## src/hdl/pcs_defs.svh

```systemverilog
`ifndef PCS_DEFS_SVH
`define PCS_DEFS_SVH

// Register select codes
`define PCS_SEL_FUNC       4'h2
`define PCS_SEL_CTL2       4'h3
`define PCS_SEL_STAT1      4'h4
`define PCS_SEL_STAT2      4'h5
`define PCS_SEL_DISC_LO    4'h6
`define PCS_SEL_DISC_HI    4'h7

// Control two field positions
`define PCS_CTL2_DIS_BIT   4
`define PCS_CTL2_START_BIT 3
`define PCS_CTL2_ABORT_BIT 2

// Status one field positions
`define PCS_ST1_FAIL_BIT   7
`define PCS_ST1_DONE_BIT   6
`define PCS_ST1_CLASS_LSB  3
`define PCS_ST1_FAULT_LSB  0

// Status two field positions
`define PCS_ST2_WDOG_BIT   4
`define PCS_ST2_BUSY_BIT   3
`define PCS_ST2_STATE_LSB  0

// Discovery upper register complete flag
`define PCS_DISC_DONE_BIT  7

// Function codes seen on the function register
`define PCS_FN_OFF         4'h0
`define PCS_FN_DISC1       4'h1
`define PCS_FN_DISC2       4'h2

// Reset values
`define PCS_RST_BYTE       8'h00
`define PCS_RST_RESULT     15'h0000

`endif

```

## src/hdl/pcs_pkg.sv

```systemverilog
package pcs_pkg;

  // Fault cause codes
  typedef enum logic [2:0] {
    PCS_FLT_NONE    = 3'h0,
    PCS_FLT_SUPPLY  = 3'h1,
    PCS_FLT_THERMAL = 3'h2,
    PCS_FLT_OVLD    = 3'h3,
    PCS_FLT_DISC    = 3'h4
  } pcs_fault_t;

  // Function state codes
  typedef enum logic [2:0] {
    PCS_FS_DISABLED = 3'h0,
    PCS_FS_SEARCH   = 3'h1,
    PCS_FS_POWER    = 3'h2,
    PCS_FS_FAULT    = 3'h3,
    PCS_FS_TEST     = 3'h4,
    PCS_FS_OTHER    = 3'h5
  } pcs_fstate_t;

  typedef logic [2:0] pcs_class_t;

endpackage : pcs_pkg

```

## src/hdl/pcs_acc_if.sv

```systemverilog
`timescale 1ns/1ns
// Decoded register access strobes between front end and register bank
interface pcs_acc_if #(parameter int NPORT = 4);
  logic [NPORT-1:0] wr_func;
  logic [NPORT-1:0] wr_ctl2;
  logic [7:0]       wdata;
  logic             rd;
  logic [1:0]       rd_port;
  logic [3:0]       rd_sel;
  modport src (output wr_func, wr_ctl2, wdata, rd, rd_port, rd_sel);
  modport dst (input  wr_func, wr_ctl2, wdata, rd, rd_port, rd_sel);
endinterface : pcs_acc_if

```

## src/hdl/pcs_acc.sv

```systemverilog
`timescale 1ns/1ns
`include "pcs_defs.svh"
// Registers the access port and decodes per-port write strobes
module pcs_acc #(
  parameter int NPORT = 4
) (
  input  wire logic       sys_clk_in,
  input  wire logic       rst_in,
  input  wire logic       acc_wr_in,
  input  wire logic       acc_rd_in,
  input  wire logic [1:0] acc_port_in,
  input  wire logic [3:0] acc_sel_in,
  input  wire logic [7:0] acc_wdata_in,
  pcs_acc_if.src          acc
);

  logic [NPORT-1:0] wr_func_ff, nxt_wr_func;
  logic [NPORT-1:0] wr_ctl2_ff, nxt_wr_ctl2;
  logic [7:0]       wdata_ff,   nxt_wdata;
  logic             rd_ff,      nxt_rd;
  logic [1:0]       port_ff,    nxt_port;
  logic [3:0]       sel_ff,     nxt_sel;

  // Per-port write decode, one strobe per addressed port
  always_comb begin
    nxt_wdata   = acc_wdata_in;
    nxt_rd      = acc_rd_in;
    nxt_port    = acc_port_in;
    nxt_sel     = acc_sel_in;
    nxt_wr_func = '0;
    nxt_wr_ctl2 = '0;
    for (int p = 0; p < NPORT; p++) begin
      if (acc_wr_in && (acc_port_in == p[1:0])) begin
        nxt_wr_func[p] = (acc_sel_in == `PCS_SEL_FUNC);
        nxt_wr_ctl2[p] = (acc_sel_in == `PCS_SEL_CTL2);
      end
    end
  end

  // Access pipeline stage
  always_ff @(posedge sys_clk_in) begin
    if (rst_in) begin
      wr_func_ff <= '0;
      wr_ctl2_ff <= '0;
      wdata_ff   <= 8'h00;
      rd_ff      <= 1'b0;
      port_ff    <= 2'h0;
      sel_ff     <= 4'h0;
    end else begin
      wr_func_ff <= nxt_wr_func;
      wr_ctl2_ff <= nxt_wr_ctl2;
      wdata_ff   <= nxt_wdata;
      rd_ff      <= nxt_rd;
      port_ff    <= nxt_port;
      sel_ff     <= nxt_sel;
    end
  end

  assign acc.wr_func = wr_func_ff;
  assign acc.wr_ctl2 = wr_ctl2_ff;
  assign acc.wdata   = wdata_ff;
  assign acc.rd      = rd_ff;
  assign acc.rd_port = port_ff;
  assign acc.rd_sel  = sel_ff;

endmodule : pcs_acc

```

## src/hdl/pcs_regs.sv

```systemverilog
`timescale 1ns/1ns
`include "pcs_defs.svh"
// Function
// - each port owns a control-two register; a write touches only that port
// - control-two bit 4 set disables the port, clear leaves it normal
// - control-two bit 3 starts a conversion unless bit 2 is set in the same write, and clears itself
// - control-two bit 2 set aborts the running conversion
// - status one at code 0100 and status two at 0101, read only
// - status one bit 7 reads 1 when discovery failed
// - status one bit 6 set on function done, cleared by function write
// - status one bits 5..3 report power class 0 to 4
// - status one bits 2..0 report fault cause code
// - status two bit 3 conversion active, bit 4 watchdog active
// - status two bits 2..0 report disabled, searching, power delivery
// - further states fault, test, other fault; 110 and 111 never produced
// - code 0110 holds discovery result bits 7..0
// - code 0111 holds result bits 14..8 in bits 6..0
// - upper register bit 7 cleared when either discovery phase starts
// - upper register bit 7 set when the discovery conversion finishes
// - function code 0000 powers the port down and resets its functions
module pcs_regs #(
  parameter int NPORT = 4
) (
  input  wire logic                  sys_clk_in,
  input  wire logic                  rst_in,
  input  wire logic                  soft_reset_in,
  input  wire logic                  acc_wr_in,
  input  wire logic                  acc_rd_in,
  input  wire logic [1:0]            acc_port_in,
  input  wire logic [3:0]            acc_sel_in,
  input  wire logic [7:0]            acc_wdata_in,
  output logic      [7:0]            acc_rdata_out,
  output logic                       acc_rvalid_out,
  input  wire logic [NPORT-1:0]      disc_fail_in,
  input  wire logic [NPORT-1:0]      func_done_in,
  input  wire logic [NPORT-1:0]      class_load_in,
  input  wire logic [NPORT-1:0][2:0] class_in,
  input  wire logic [NPORT-1:0]      fault_load_in,
  input  wire logic [NPORT-1:0][2:0] fault_in,
  input  wire logic [NPORT-1:0]      watchdog_in,
  input  wire logic [NPORT-1:0][2:0] func_state_in,
  input  wire logic [NPORT-1:0]      adc_done_in,
  input  wire logic [NPORT-1:0][14:0] adc_result_in,
  output logic      [NPORT-1:0]      port_disable_out,
  output logic      [NPORT-1:0]      adc_start_out,
  output logic      [NPORT-1:0]      adc_abort_out
);

  pcs_acc_if #(.NPORT(NPORT)) acc ();

  // Access front end
  pcs_acc #(.NPORT(NPORT)) u_acc (
    .sys_clk_in   (sys_clk_in),
    .rst_in       (rst_in),
    .acc_wr_in    (acc_wr_in),
    .acc_rd_in    (acc_rd_in),
    .acc_port_in  (acc_port_in),
    .acc_sel_in   (acc_sel_in),
    .acc_wdata_in (acc_wdata_in),
    .acc          (acc.src)
  );

  // Maps undefined state codes onto the other-fault code
  function automatic logic [2:0] fix_state(input logic [2:0] s);
    if (s > pcs_pkg::PCS_FS_OTHER) begin
      fix_state = pcs_pkg::PCS_FS_OTHER;
    end else begin
      fix_state = s;
    end
  endfunction : fix_state

  // Maps out-of-range class or reserved fault codes to zero
  function automatic logic [2:0] fix_code(input logic [2:0] c, input logic [2:0] lim);
    if (c > lim) begin
      fix_code = 3'h0;
    end else begin
      fix_code = c;
    end
  endfunction : fix_code

  // Control two state
  logic [NPORT-1:0] dis_ff,   nxt_dis;
  logic [NPORT-1:0] start_ff, nxt_start;
  logic [NPORT-1:0] abort_ff, nxt_abort;

  // Status state
  logic [NPORT-1:0]       fail_ff,  nxt_fail;
  logic [NPORT-1:0]       done_ff,  nxt_done;
  logic [NPORT-1:0][2:0]  class_ff, nxt_class;
  logic [NPORT-1:0][2:0]  fault_ff, nxt_fault;
  logic [NPORT-1:0]       wdog_ff,  nxt_wdog;
  logic [NPORT-1:0]       busy_ff,  nxt_busy;
  logic [NPORT-1:0][2:0]  state_ff, nxt_state;

  // Discovery result state
  logic [NPORT-1:0]       disc_act_ff, nxt_disc_act;
  logic [NPORT-1:0]       disc_cmp_ff, nxt_disc_cmp;
  logic [NPORT-1:0][14:0] disc_res_ff, nxt_disc_res;

  // Read answer state
  logic [7:0] rdata_ff,  nxt_rdata;
  logic       rvalid_ff, nxt_rvalid;

  // Per-port control and status next values
  always_comb begin
    nxt_dis      = dis_ff;
    nxt_start    = '0;
    nxt_abort    = abort_ff;
    nxt_fail     = fail_ff;
    nxt_done     = done_ff;
    nxt_class    = class_ff;
    nxt_fault    = fault_ff;
    nxt_wdog     = watchdog_in;
    nxt_busy     = busy_ff;
    nxt_state    = state_ff;
    nxt_disc_act = disc_act_ff;
    nxt_disc_cmp = disc_cmp_ff;
    nxt_disc_res = disc_res_ff;
    for (int p = 0; p < NPORT; p++) begin
      // Discovery failure level
      nxt_fail[p]  = disc_fail_in[p];
      // Function state, undefined codes never shown
      nxt_state[p] = fix_state(func_state_in[p]);
      // Class and fault captured on their load strobes
      if (class_load_in[p]) begin
        nxt_class[p] = fix_code(class_in[p], 3'h4);
      end
      if (fault_load_in[p]) begin
        nxt_fault[p] = fix_code(fault_in[p], pcs_pkg::PCS_FLT_DISC);
      end
      // Control two write, bits 4..2 only
      if (acc.wr_ctl2[p]) begin
        nxt_dis[p]   = acc.wdata[`PCS_CTL2_DIS_BIT];
        nxt_abort[p] = acc.wdata[`PCS_CTL2_ABORT_BIT];
        nxt_start[p] = acc.wdata[`PCS_CTL2_START_BIT] &
                       ~acc.wdata[`PCS_CTL2_ABORT_BIT];
      end
      // Conversion busy tracking
      if (start_ff[p]) begin
        nxt_busy[p] = 1'b1;
      end else if (adc_done_in[p] || abort_ff[p]) begin
        nxt_busy[p] = 1'b0;
      end
      // Function write clears done; a same-cycle done event wins
      if (acc.wr_func[p]) begin
        nxt_done[p] = 1'b0;
      end
      if (func_done_in[p]) begin
        nxt_done[p] = 1'b1;
      end
      // Discovery conversion completes the result
      if (disc_act_ff[p] && adc_done_in[p]) begin
        nxt_disc_res[p] = adc_result_in[p];
        nxt_disc_cmp[p] = 1'b1;
        nxt_disc_act[p] = 1'b0;
      end
      // Discovery phase start clears the complete flag
      if (acc.wr_func[p] && ((acc.wdata[3:0] == `PCS_FN_DISC1) ||
                             (acc.wdata[3:0] == `PCS_FN_DISC2))) begin
        nxt_disc_cmp[p] = 1'b0;
        nxt_disc_act[p] = 1'b1;
      end
      // Disable function resets the port
      if (acc.wr_func[p] && (acc.wdata[3:0] == `PCS_FN_OFF)) begin
        nxt_dis[p]      = 1'b0;
        nxt_abort[p]    = 1'b0;
        nxt_start[p]    = 1'b0;
        nxt_busy[p]     = 1'b0;
        nxt_class[p]    = 3'h0;
        nxt_fault[p]    = 3'h0;
        nxt_disc_act[p] = 1'b0;
        nxt_disc_cmp[p] = 1'b0;
        nxt_disc_res[p] = `PCS_RST_RESULT;
      end
    end
  end

  // Read multiplexer, unused bits forced to zero
  always_comb begin
    logic [1:0] rp;
    rp         = acc.rd_port;
    nxt_rvalid = acc.rd;
    nxt_rdata  = `PCS_RST_BYTE;
    if (acc.rd) begin
      case (acc.rd_sel)
        `PCS_SEL_STAT1: begin
          nxt_rdata[`PCS_ST1_FAIL_BIT]                    = fail_ff[rp];
          nxt_rdata[`PCS_ST1_DONE_BIT]                    = done_ff[rp];
          nxt_rdata[`PCS_ST1_CLASS_LSB+2:`PCS_ST1_CLASS_LSB] = class_ff[rp];
          nxt_rdata[`PCS_ST1_FAULT_LSB+2:`PCS_ST1_FAULT_LSB] = fault_ff[rp];
        end
        `PCS_SEL_STAT2: begin
          nxt_rdata[`PCS_ST2_WDOG_BIT]                    = wdog_ff[rp];
          nxt_rdata[`PCS_ST2_BUSY_BIT]                    = busy_ff[rp];
          nxt_rdata[`PCS_ST2_STATE_LSB+2:`PCS_ST2_STATE_LSB] = state_ff[rp];
        end
        `PCS_SEL_DISC_LO: begin
          nxt_rdata = disc_res_ff[rp][7:0];
        end
        `PCS_SEL_DISC_HI: begin
          nxt_rdata[6:0] = disc_res_ff[rp][14:8];
          nxt_rdata[`PCS_DISC_DONE_BIT] = disc_cmp_ff[rp];
        end
        default: begin
          nxt_rdata = `PCS_RST_BYTE;
        end
      endcase
    end
  end

  // State registers, cleared by power-on and software reset
  always_ff @(posedge sys_clk_in) begin
    if (rst_in || soft_reset_in) begin
      dis_ff      <= '0;
      start_ff    <= '0;
      abort_ff    <= '0;
      fail_ff     <= '0;
      done_ff     <= '0;
      class_ff    <= '0;
      fault_ff    <= '0;
      wdog_ff     <= '0;
      busy_ff     <= '0;
      state_ff    <= '0;
      disc_act_ff <= '0;
      disc_cmp_ff <= '0;
      disc_res_ff <= '0;
      rdata_ff    <= `PCS_RST_BYTE;
      rvalid_ff   <= 1'b0;
    end else begin
      dis_ff      <= nxt_dis;
      start_ff    <= nxt_start;
      abort_ff    <= nxt_abort;
      fail_ff     <= nxt_fail;
      done_ff     <= nxt_done;
      class_ff    <= nxt_class;
      fault_ff    <= nxt_fault;
      wdog_ff     <= nxt_wdog;
      busy_ff     <= nxt_busy;
      state_ff    <= nxt_state;
      disc_act_ff <= nxt_disc_act;
      disc_cmp_ff <= nxt_disc_cmp;
      disc_res_ff <= nxt_disc_res;
      rdata_ff    <= nxt_rdata;
      rvalid_ff   <= nxt_rvalid;
    end
  end

  // Outputs straight from flip-flops
  assign port_disable_out = dis_ff;
  assign adc_start_out    = start_ff;
  assign adc_abort_out    = abort_ff;
  assign acc_rdata_out    = rdata_ff;
  assign acc_rvalid_out   = rvalid_ff;

endmodule : pcs_regs

```

## config.mk

```make
export PLATFORM = sky130hd
export DESIGN_NAME = pcs_regs
export DESIGN_NICKNAME = d
export VERILOG_FILES = /design/src/hdl/pcs_pkg.sv /design/src/hdl/pcs_acc_if.sv /design/src/hdl/pcs_acc.sv /design/src/hdl/pcs_regs.sv
export VERILOG_INCLUDE_DIRS = /design/src /design/src/hdl
export SDC_FILE = /design/constraint.sdc
export NUM_CORES = 1
export LEC_CHECK = 0
export BUFFER_PORTS_ARGS = -buffer_cell sky130_fd_sc_hd__buf_2
export CORE_MARGIN = 1
export CORE_UTILIZATION = 53
export DETAILED_ROUTE_END_ITERATION = 6
export PLACE_DENSITY = 0.85
export SLEW_MARGIN = 20
export SYNTH_ARGS = -nofsm -noshare
export SYNTH_HDL_FRONTEND = slang
export SYNTH_SLANG_ARGS = --single-unit
```

## constraint.sdc

```tcl
create_clock -name sys_clk_in -period 1.7 [get_ports sys_clk_in]
set_input_delay 0.34 -clock sys_clk_in [delete_from_list [all_inputs] [get_ports sys_clk_in]]
set_output_delay 0.34 -clock sys_clk_in [all_outputs]
set_load 0.05 [all_outputs]
```

# After elaboration in Yosys (flattened, before gate mapping)
# Cells that the tools add are included.
# Widths: inputs -> output; s select.
[totals] register_bits=161 word_cells=212
[op_classes] n_reduce_logical=57 n_lt_le_gt_ge=13 n_bitwise=11 muxes=56 n_eq_ne=11
[ops] operator="$mux 3" count=15
[ops] operator="$gt 3x3->1 const B" count=12
[ops] operator="$bmux 15 s2" count=1
[ops] operator="$mux 1" count=29
[ops] operator="$reduce_or 2->1" count=13
[ops] operator="$reduce_bool 2->1" count=12
[ops] operator="$reduce_or 3->1" count=8
[ops] operator="$pmux 5 s4" count=1
[ops] operator="$bmux 3 s2" count=3
[ops] operator="$eq 4x3->1 const B" count=4
[ops] operator="$logic_and 1x1->1" count=16
[ops] operator="$mux 15" count=1
[ops] operator="$eq 4x2->1 const B" count=3
[ops] operator="$bmux 1 s2" count=5
[ops] operator="$not 1->1" count=10
[ops] operator="$pmux 3 s3" count=1
[ops] operator="$logic_or 1x1->1" count=6
[ops] operator="$eq 2x2->1 const B" count=2
[ops] operator="$eq 4x1->1 const B" count=1
[ops] operator="$logic_not 4->1" count=1
[ops] operator="$lt 2x3->1 const B" count=1
[ops] operator="$eq 2x1->1 const B" count=1
[ops] operator="$logic_not 2->1" count=1
[ops] operator="$and 1x1->1" count=1

# Depth between registers and ports, before layout
[logic_depth] depth_word=4 mapped_depth=7

# Hierarchy
# A second synthesis with hierarchy kept.
[unflattened] hier_cells=661 area_unflattened_um2=6459.9
[modules_own_cells] mod="pcs_regs" n_inst=1 area_per_inst_um2=5785.5 cells_each=607
[modules_own_cells] mod="pcs_acc" n_inst=1 area_per_inst_um2=674.4 cells_each=54

# Worst setup path after synthesis
# Ideal clock, no wire load.
[synth_path] path_kind="reg2reg" startpoint="register u_acc.port_ff[0] (netlist: u_acc.acc.rd_port[0])" endpoint="register rdata_ff[7] (netlist: acc_rdata_out[7])" synth_period_minus_slack_ns=1.575 n_path_buf=1 arrival_ns=1.450 setup_slack_ns=0.125 stages_incl_launch_ff=6 setup_time_ns=0.124 t_required_ns=1.576 path_cell_list="dfxtp_1 -> buf_6 -> mux4_2 -> mux2_2 -> a22oi_2 -> nor2_1"
[synth_via] elab_chain_cells=3
[synth_rtl] element="start: declaration" line="pcs_acc.sv:21" source="logic [1:0] port_ff, nxt_port;"
[synth_rtl] element="start signal: assignment" line="pcs_acc.sv:54" source="port_ff <= nxt_port;"
[synth_rtl] element="$bmux 1 s2 (tied with other cells)" line="pcs_regs.sv:202" source="nxt_rdata[`PCS_DISC_DONE_BIT] = disc_cmp_ff[rp];"
[synth_rtl] element="$mux 1 (not written as such) (tied with other cells)" line="pcs_regs.sv:202"
[synth_rtl] element="$pmux 3 s3 *" line="pcs_regs.sv:185" source="case (acc.rd_sel)"
[synth_rtl] element="end signal: assignment" line="pcs_regs.sv:227" source="rdata_ff <= `PCS_RST_BYTE;"
[synth_rtl] element="end signal: assignment" line="pcs_regs.sv:243" source="rdata_ff <= nxt_rdata;"
[synth_rtl] element="end: declaration" line="pcs_regs.sv:101" source="logic [7:0] rdata_ff, nxt_rdata;"
# Mark *: on every way between the ends. The rest lies on a longest branch, timed or not. The select of a mux whose other input is x is not followed.
# A chain may end at the register's enable or synchronous reset.

# Worst setup path in the final report
[layout_path] startpoint="register u_acc.port_ff[0] (netlist: u_acc.acc.rd_port[0])" endpoint="register rdata_ff[5] (netlist: acc_rdata_out[5])"
[layout_via] elab_chain_cells=3
[layout_rtl] element="$bmux 15 s2 or $bmux 3 s2 (tied branches)" line="pcs_regs.sv:198, pcs_regs.sv:201, pcs_regs.sv:189"
[layout_rtl] element="$mux 15 (not written as such) or $mux 3 (tied branches)" line="pcs_regs.sv:201, pcs_regs.sv:189"
[layout_rtl] element="$pmux 3 s3 *" line="pcs_regs.sv:185"
# Marked as above.

==> metrics <==
RSZ-0062 raised after global routing=no; GPL Wtd Cong=~0.86; initial antenna violation count=0; Reg clk slew, reported paths=0.06 ns; Port-buffer cells=around 160; CP Buf/Inv Count=2; vias in the first global route=5,229; Final Hold Viols=0; clock sinks=roughly 160; YS warnings=0; drt total wl=16,200 um; TritonCTS clock tree=done; Final nets=971; register area share after synthesis=0.511; PD cells=1030 nW/um^2; switching pwr=between 1.5 and 2 mW; failing checks=design-rule violations; type of origin of the critical path=flip-flop; H-tree lvl count=4; critical path peak fanout=11; Worst path max stage delay=0.36 ns; top cells by area, synth=dfxtp_1, nand2_1, a21oi_1, mux4_2, mux2i_1; Peak Freq=619 MHz; core area=11,500 sq um; Root Buffer=clkbuf_16; Post-Synth Simple-Gate Area=0.231; #FFs+latches synth=161; sw frac=0.227; Worst EP arrival=1.92 ns; sequential share of power=0.472; Clk pwr share=0.464; XOR/XNOR Fraction of Synth Area=0.00139; Antenna Nets Post-Route=0; Critical Path End Type=flip-flop; crit path kind=reg -> reg; Critical-path top delay cell=dfxtp_2; Fin Setup TNS=0 ns; main combinational cell family by area after synthesis=simple AND/OR/NAND/NOR gates; area grow syn2layout=25.6%; Hold Crit Class=in -> reg; complex-gate fraction of the synthesized area=0.0969; net count after synthesis=811; final cycle utilization of the critical path=0.950; EDFF count, synth=0; mapped cell area=between 6000 and 7000 sq um; CTS Buf Count=17; Setup-failing EPs final=0; slew at the pin closest to its max-slew limit=0.668 ns; Initial Utilization=0.548; GRT Total Usage=0.273; PnR worst setup slack=0.0851 ns; drt wl/cell=16.4 um; Ports=160; status=finished, violations left; Most used DFF post-synth=dfxtp_1; combinational fraction of design power=0.064; multiplexer share of the synthesized area=0.131; commonest non-fill, non-tap cell in the layout=dfxtp_1; CP Data Required Time=2.01 ns; Cell Chain, Critical Path=buf_12, buf_6, mux4_2, mux2_2, a22oi_1, nor2_1; largest net degree at the start of global routing=27; Async SR Flop Fraction=0; Tot Pwr=8.17 mW; Slew Limit Fails=0; maxcap violations=0; share of cells above drive strength 1=0.277; LEAKAGE=2.99 nW; Slew HR=0.554; mean post-synth cell area=9.39 sq um; Setup Skew=0.0200 ns; TritonRoute pass-1 iters=7; post-layout util=0.689; CP delay by family, top=multiplexers; vias per inst=5.47; Row Count=39; Syn Inst Count=672; drc violations=between 40 and 50; DR iter-0 viols=511; worst slack at placement=~0.058 ns; later-pin clock latency in the skew report=0.43 ns; Final Critical Period=roughly 1.6 ns; CTS max path bufs=2; Die ar.=12,300 sq um; fraction of the mapped netlist area in adder cells=0; leading cell types in the layout, fill and taps excluded=dfxtp_1, buf_2, nand2_1, a21oi_1, nor2_1; Die Width=roughly 110 um; library cells used by synthesis=29; first-pass GRT wire length=approximately 26,000 um; Pint=6.32 mW; DP Wirelength=between 10,000 and 15,000 um; post-synth top area share=0.511; peak supply drop=762 uV; Die Y=111 um; post-synth top area cell=dfxtp_1; vias=5,413; GRT Residual Overflow=0
[power groups by stage]
stage               combinational, mW  sequential (mW)  clock [mW]
global placement                0.503             3.94           0
detailed placement              0.512             3.94           0
finish                          0.521             3.86        3.79
CTS                             0.516             3.86        3.81
floorplan                       0.244             3.93           0
global route                    0.567             3.86        4.00
[layout make-up]
type                       instances  area, sq um
sequential                       161         3230
tap                              143          179
antenna                            1         2.50
timing repair buffer             174          998
inverter                           5         18.8
clock buffer                      19          443
fill                             873         3590
multi-input combinational        473         2910
clock inverter                    13          151
[flip-flops by register name, summed over array words and instances (netlist names)]
name / flops
u_acc.acc.wr_func: 4
state_ff: 12
class_ff: 12
busy_ff: 4
acc_rdata_out: 8
fault_ff: 12
done_ff: 4
adc_start_out: 4
wdog_ff: 4
disc_cmp_ff: 4
u_acc.acc.rd_port: 2
u_acc.acc.rd_sel: 4
u_acc.acc.wr_ctl2: 4
adc_abort_out: 4
disc_act_ff: 4
disc_res_ff: 60
port_disable_out: 4
acc_rvalid_out: 1
u_acc.acc.wdata: 5
fail_ff: 4
u_acc.acc.rd: 1
[cells in the mapped netlist, drive strengths merged, types with 9 or more instances]
library cell and instances:
mux4 21, mux2i 32, a21oi 97, clkbuf 16
nand3b 18, nand2 143, nor3b 18, dfxtp 161
nor2 47, and2 21, buf 17, nor2b 16
nand2b 23, a22oi 9
[layer usage]
| metal | vias to the layer above | track usage | wire (um) |
|---|---|---|---|
| met1 | 2500 | 0.343 | 6870 |
| met5 | - | 0 | 0 |
| met4 | 0 | 0.0964 | 403 |
| met3 | 35 | 0.0705 | 1230 |
| met2 | 260 | 0.455 | 7710 |
| li1 | 2618 | - | - |
[kinds of logic (layout without fill, tap and decap cells)]
| logic type | after synthesis | in the layout |
|---|---|---|
| other cells | 0 | 1 |
| buf+inv | 38 | 211 |
| compound gates | 113 | 113 |
| xor+xnor | 1 | 1 |
| mux | 56 | 56 |
| flops | 161 | 161 |
| simple gates | 303 | 303 |
[repair_timing]
item	in CTS	in global routing
hold buffers	0	0
resized for setup	0	5
setup buffers	0	0
endpoints found under the setup margin	0	2
[per-stage QoR]
step	hold WS, ns	std cells	cell area (sq um)
after floorplan	0.412	672	6310
after global placement	0.439	956	7320
after detailed placement	0.446	956	7320
after CTS	0.0881	988	7910
after global routing	0.103	988	7930
final	0.0931	989	7930
[path summary, 6_finish.rpt]
check / startpoint / endpoint / slack, ns / cells after the start
hold reg to reg: disc_res_ff[46] / disc_res_ff[46] / 0.45 / 2
hold / removal: func_state_in[11] / state_ff[10] / 0.09 / 2
setup reg to reg: u_acc.acc.rd_port[0] / acc_rdata_out[5] / 0.09 / 6
setup / recovery: u_acc.acc.rd_port[0] / acc_rdata_out[5] / 0.09 / 6
No activity file was read; power rests on OpenSTA's default activity.
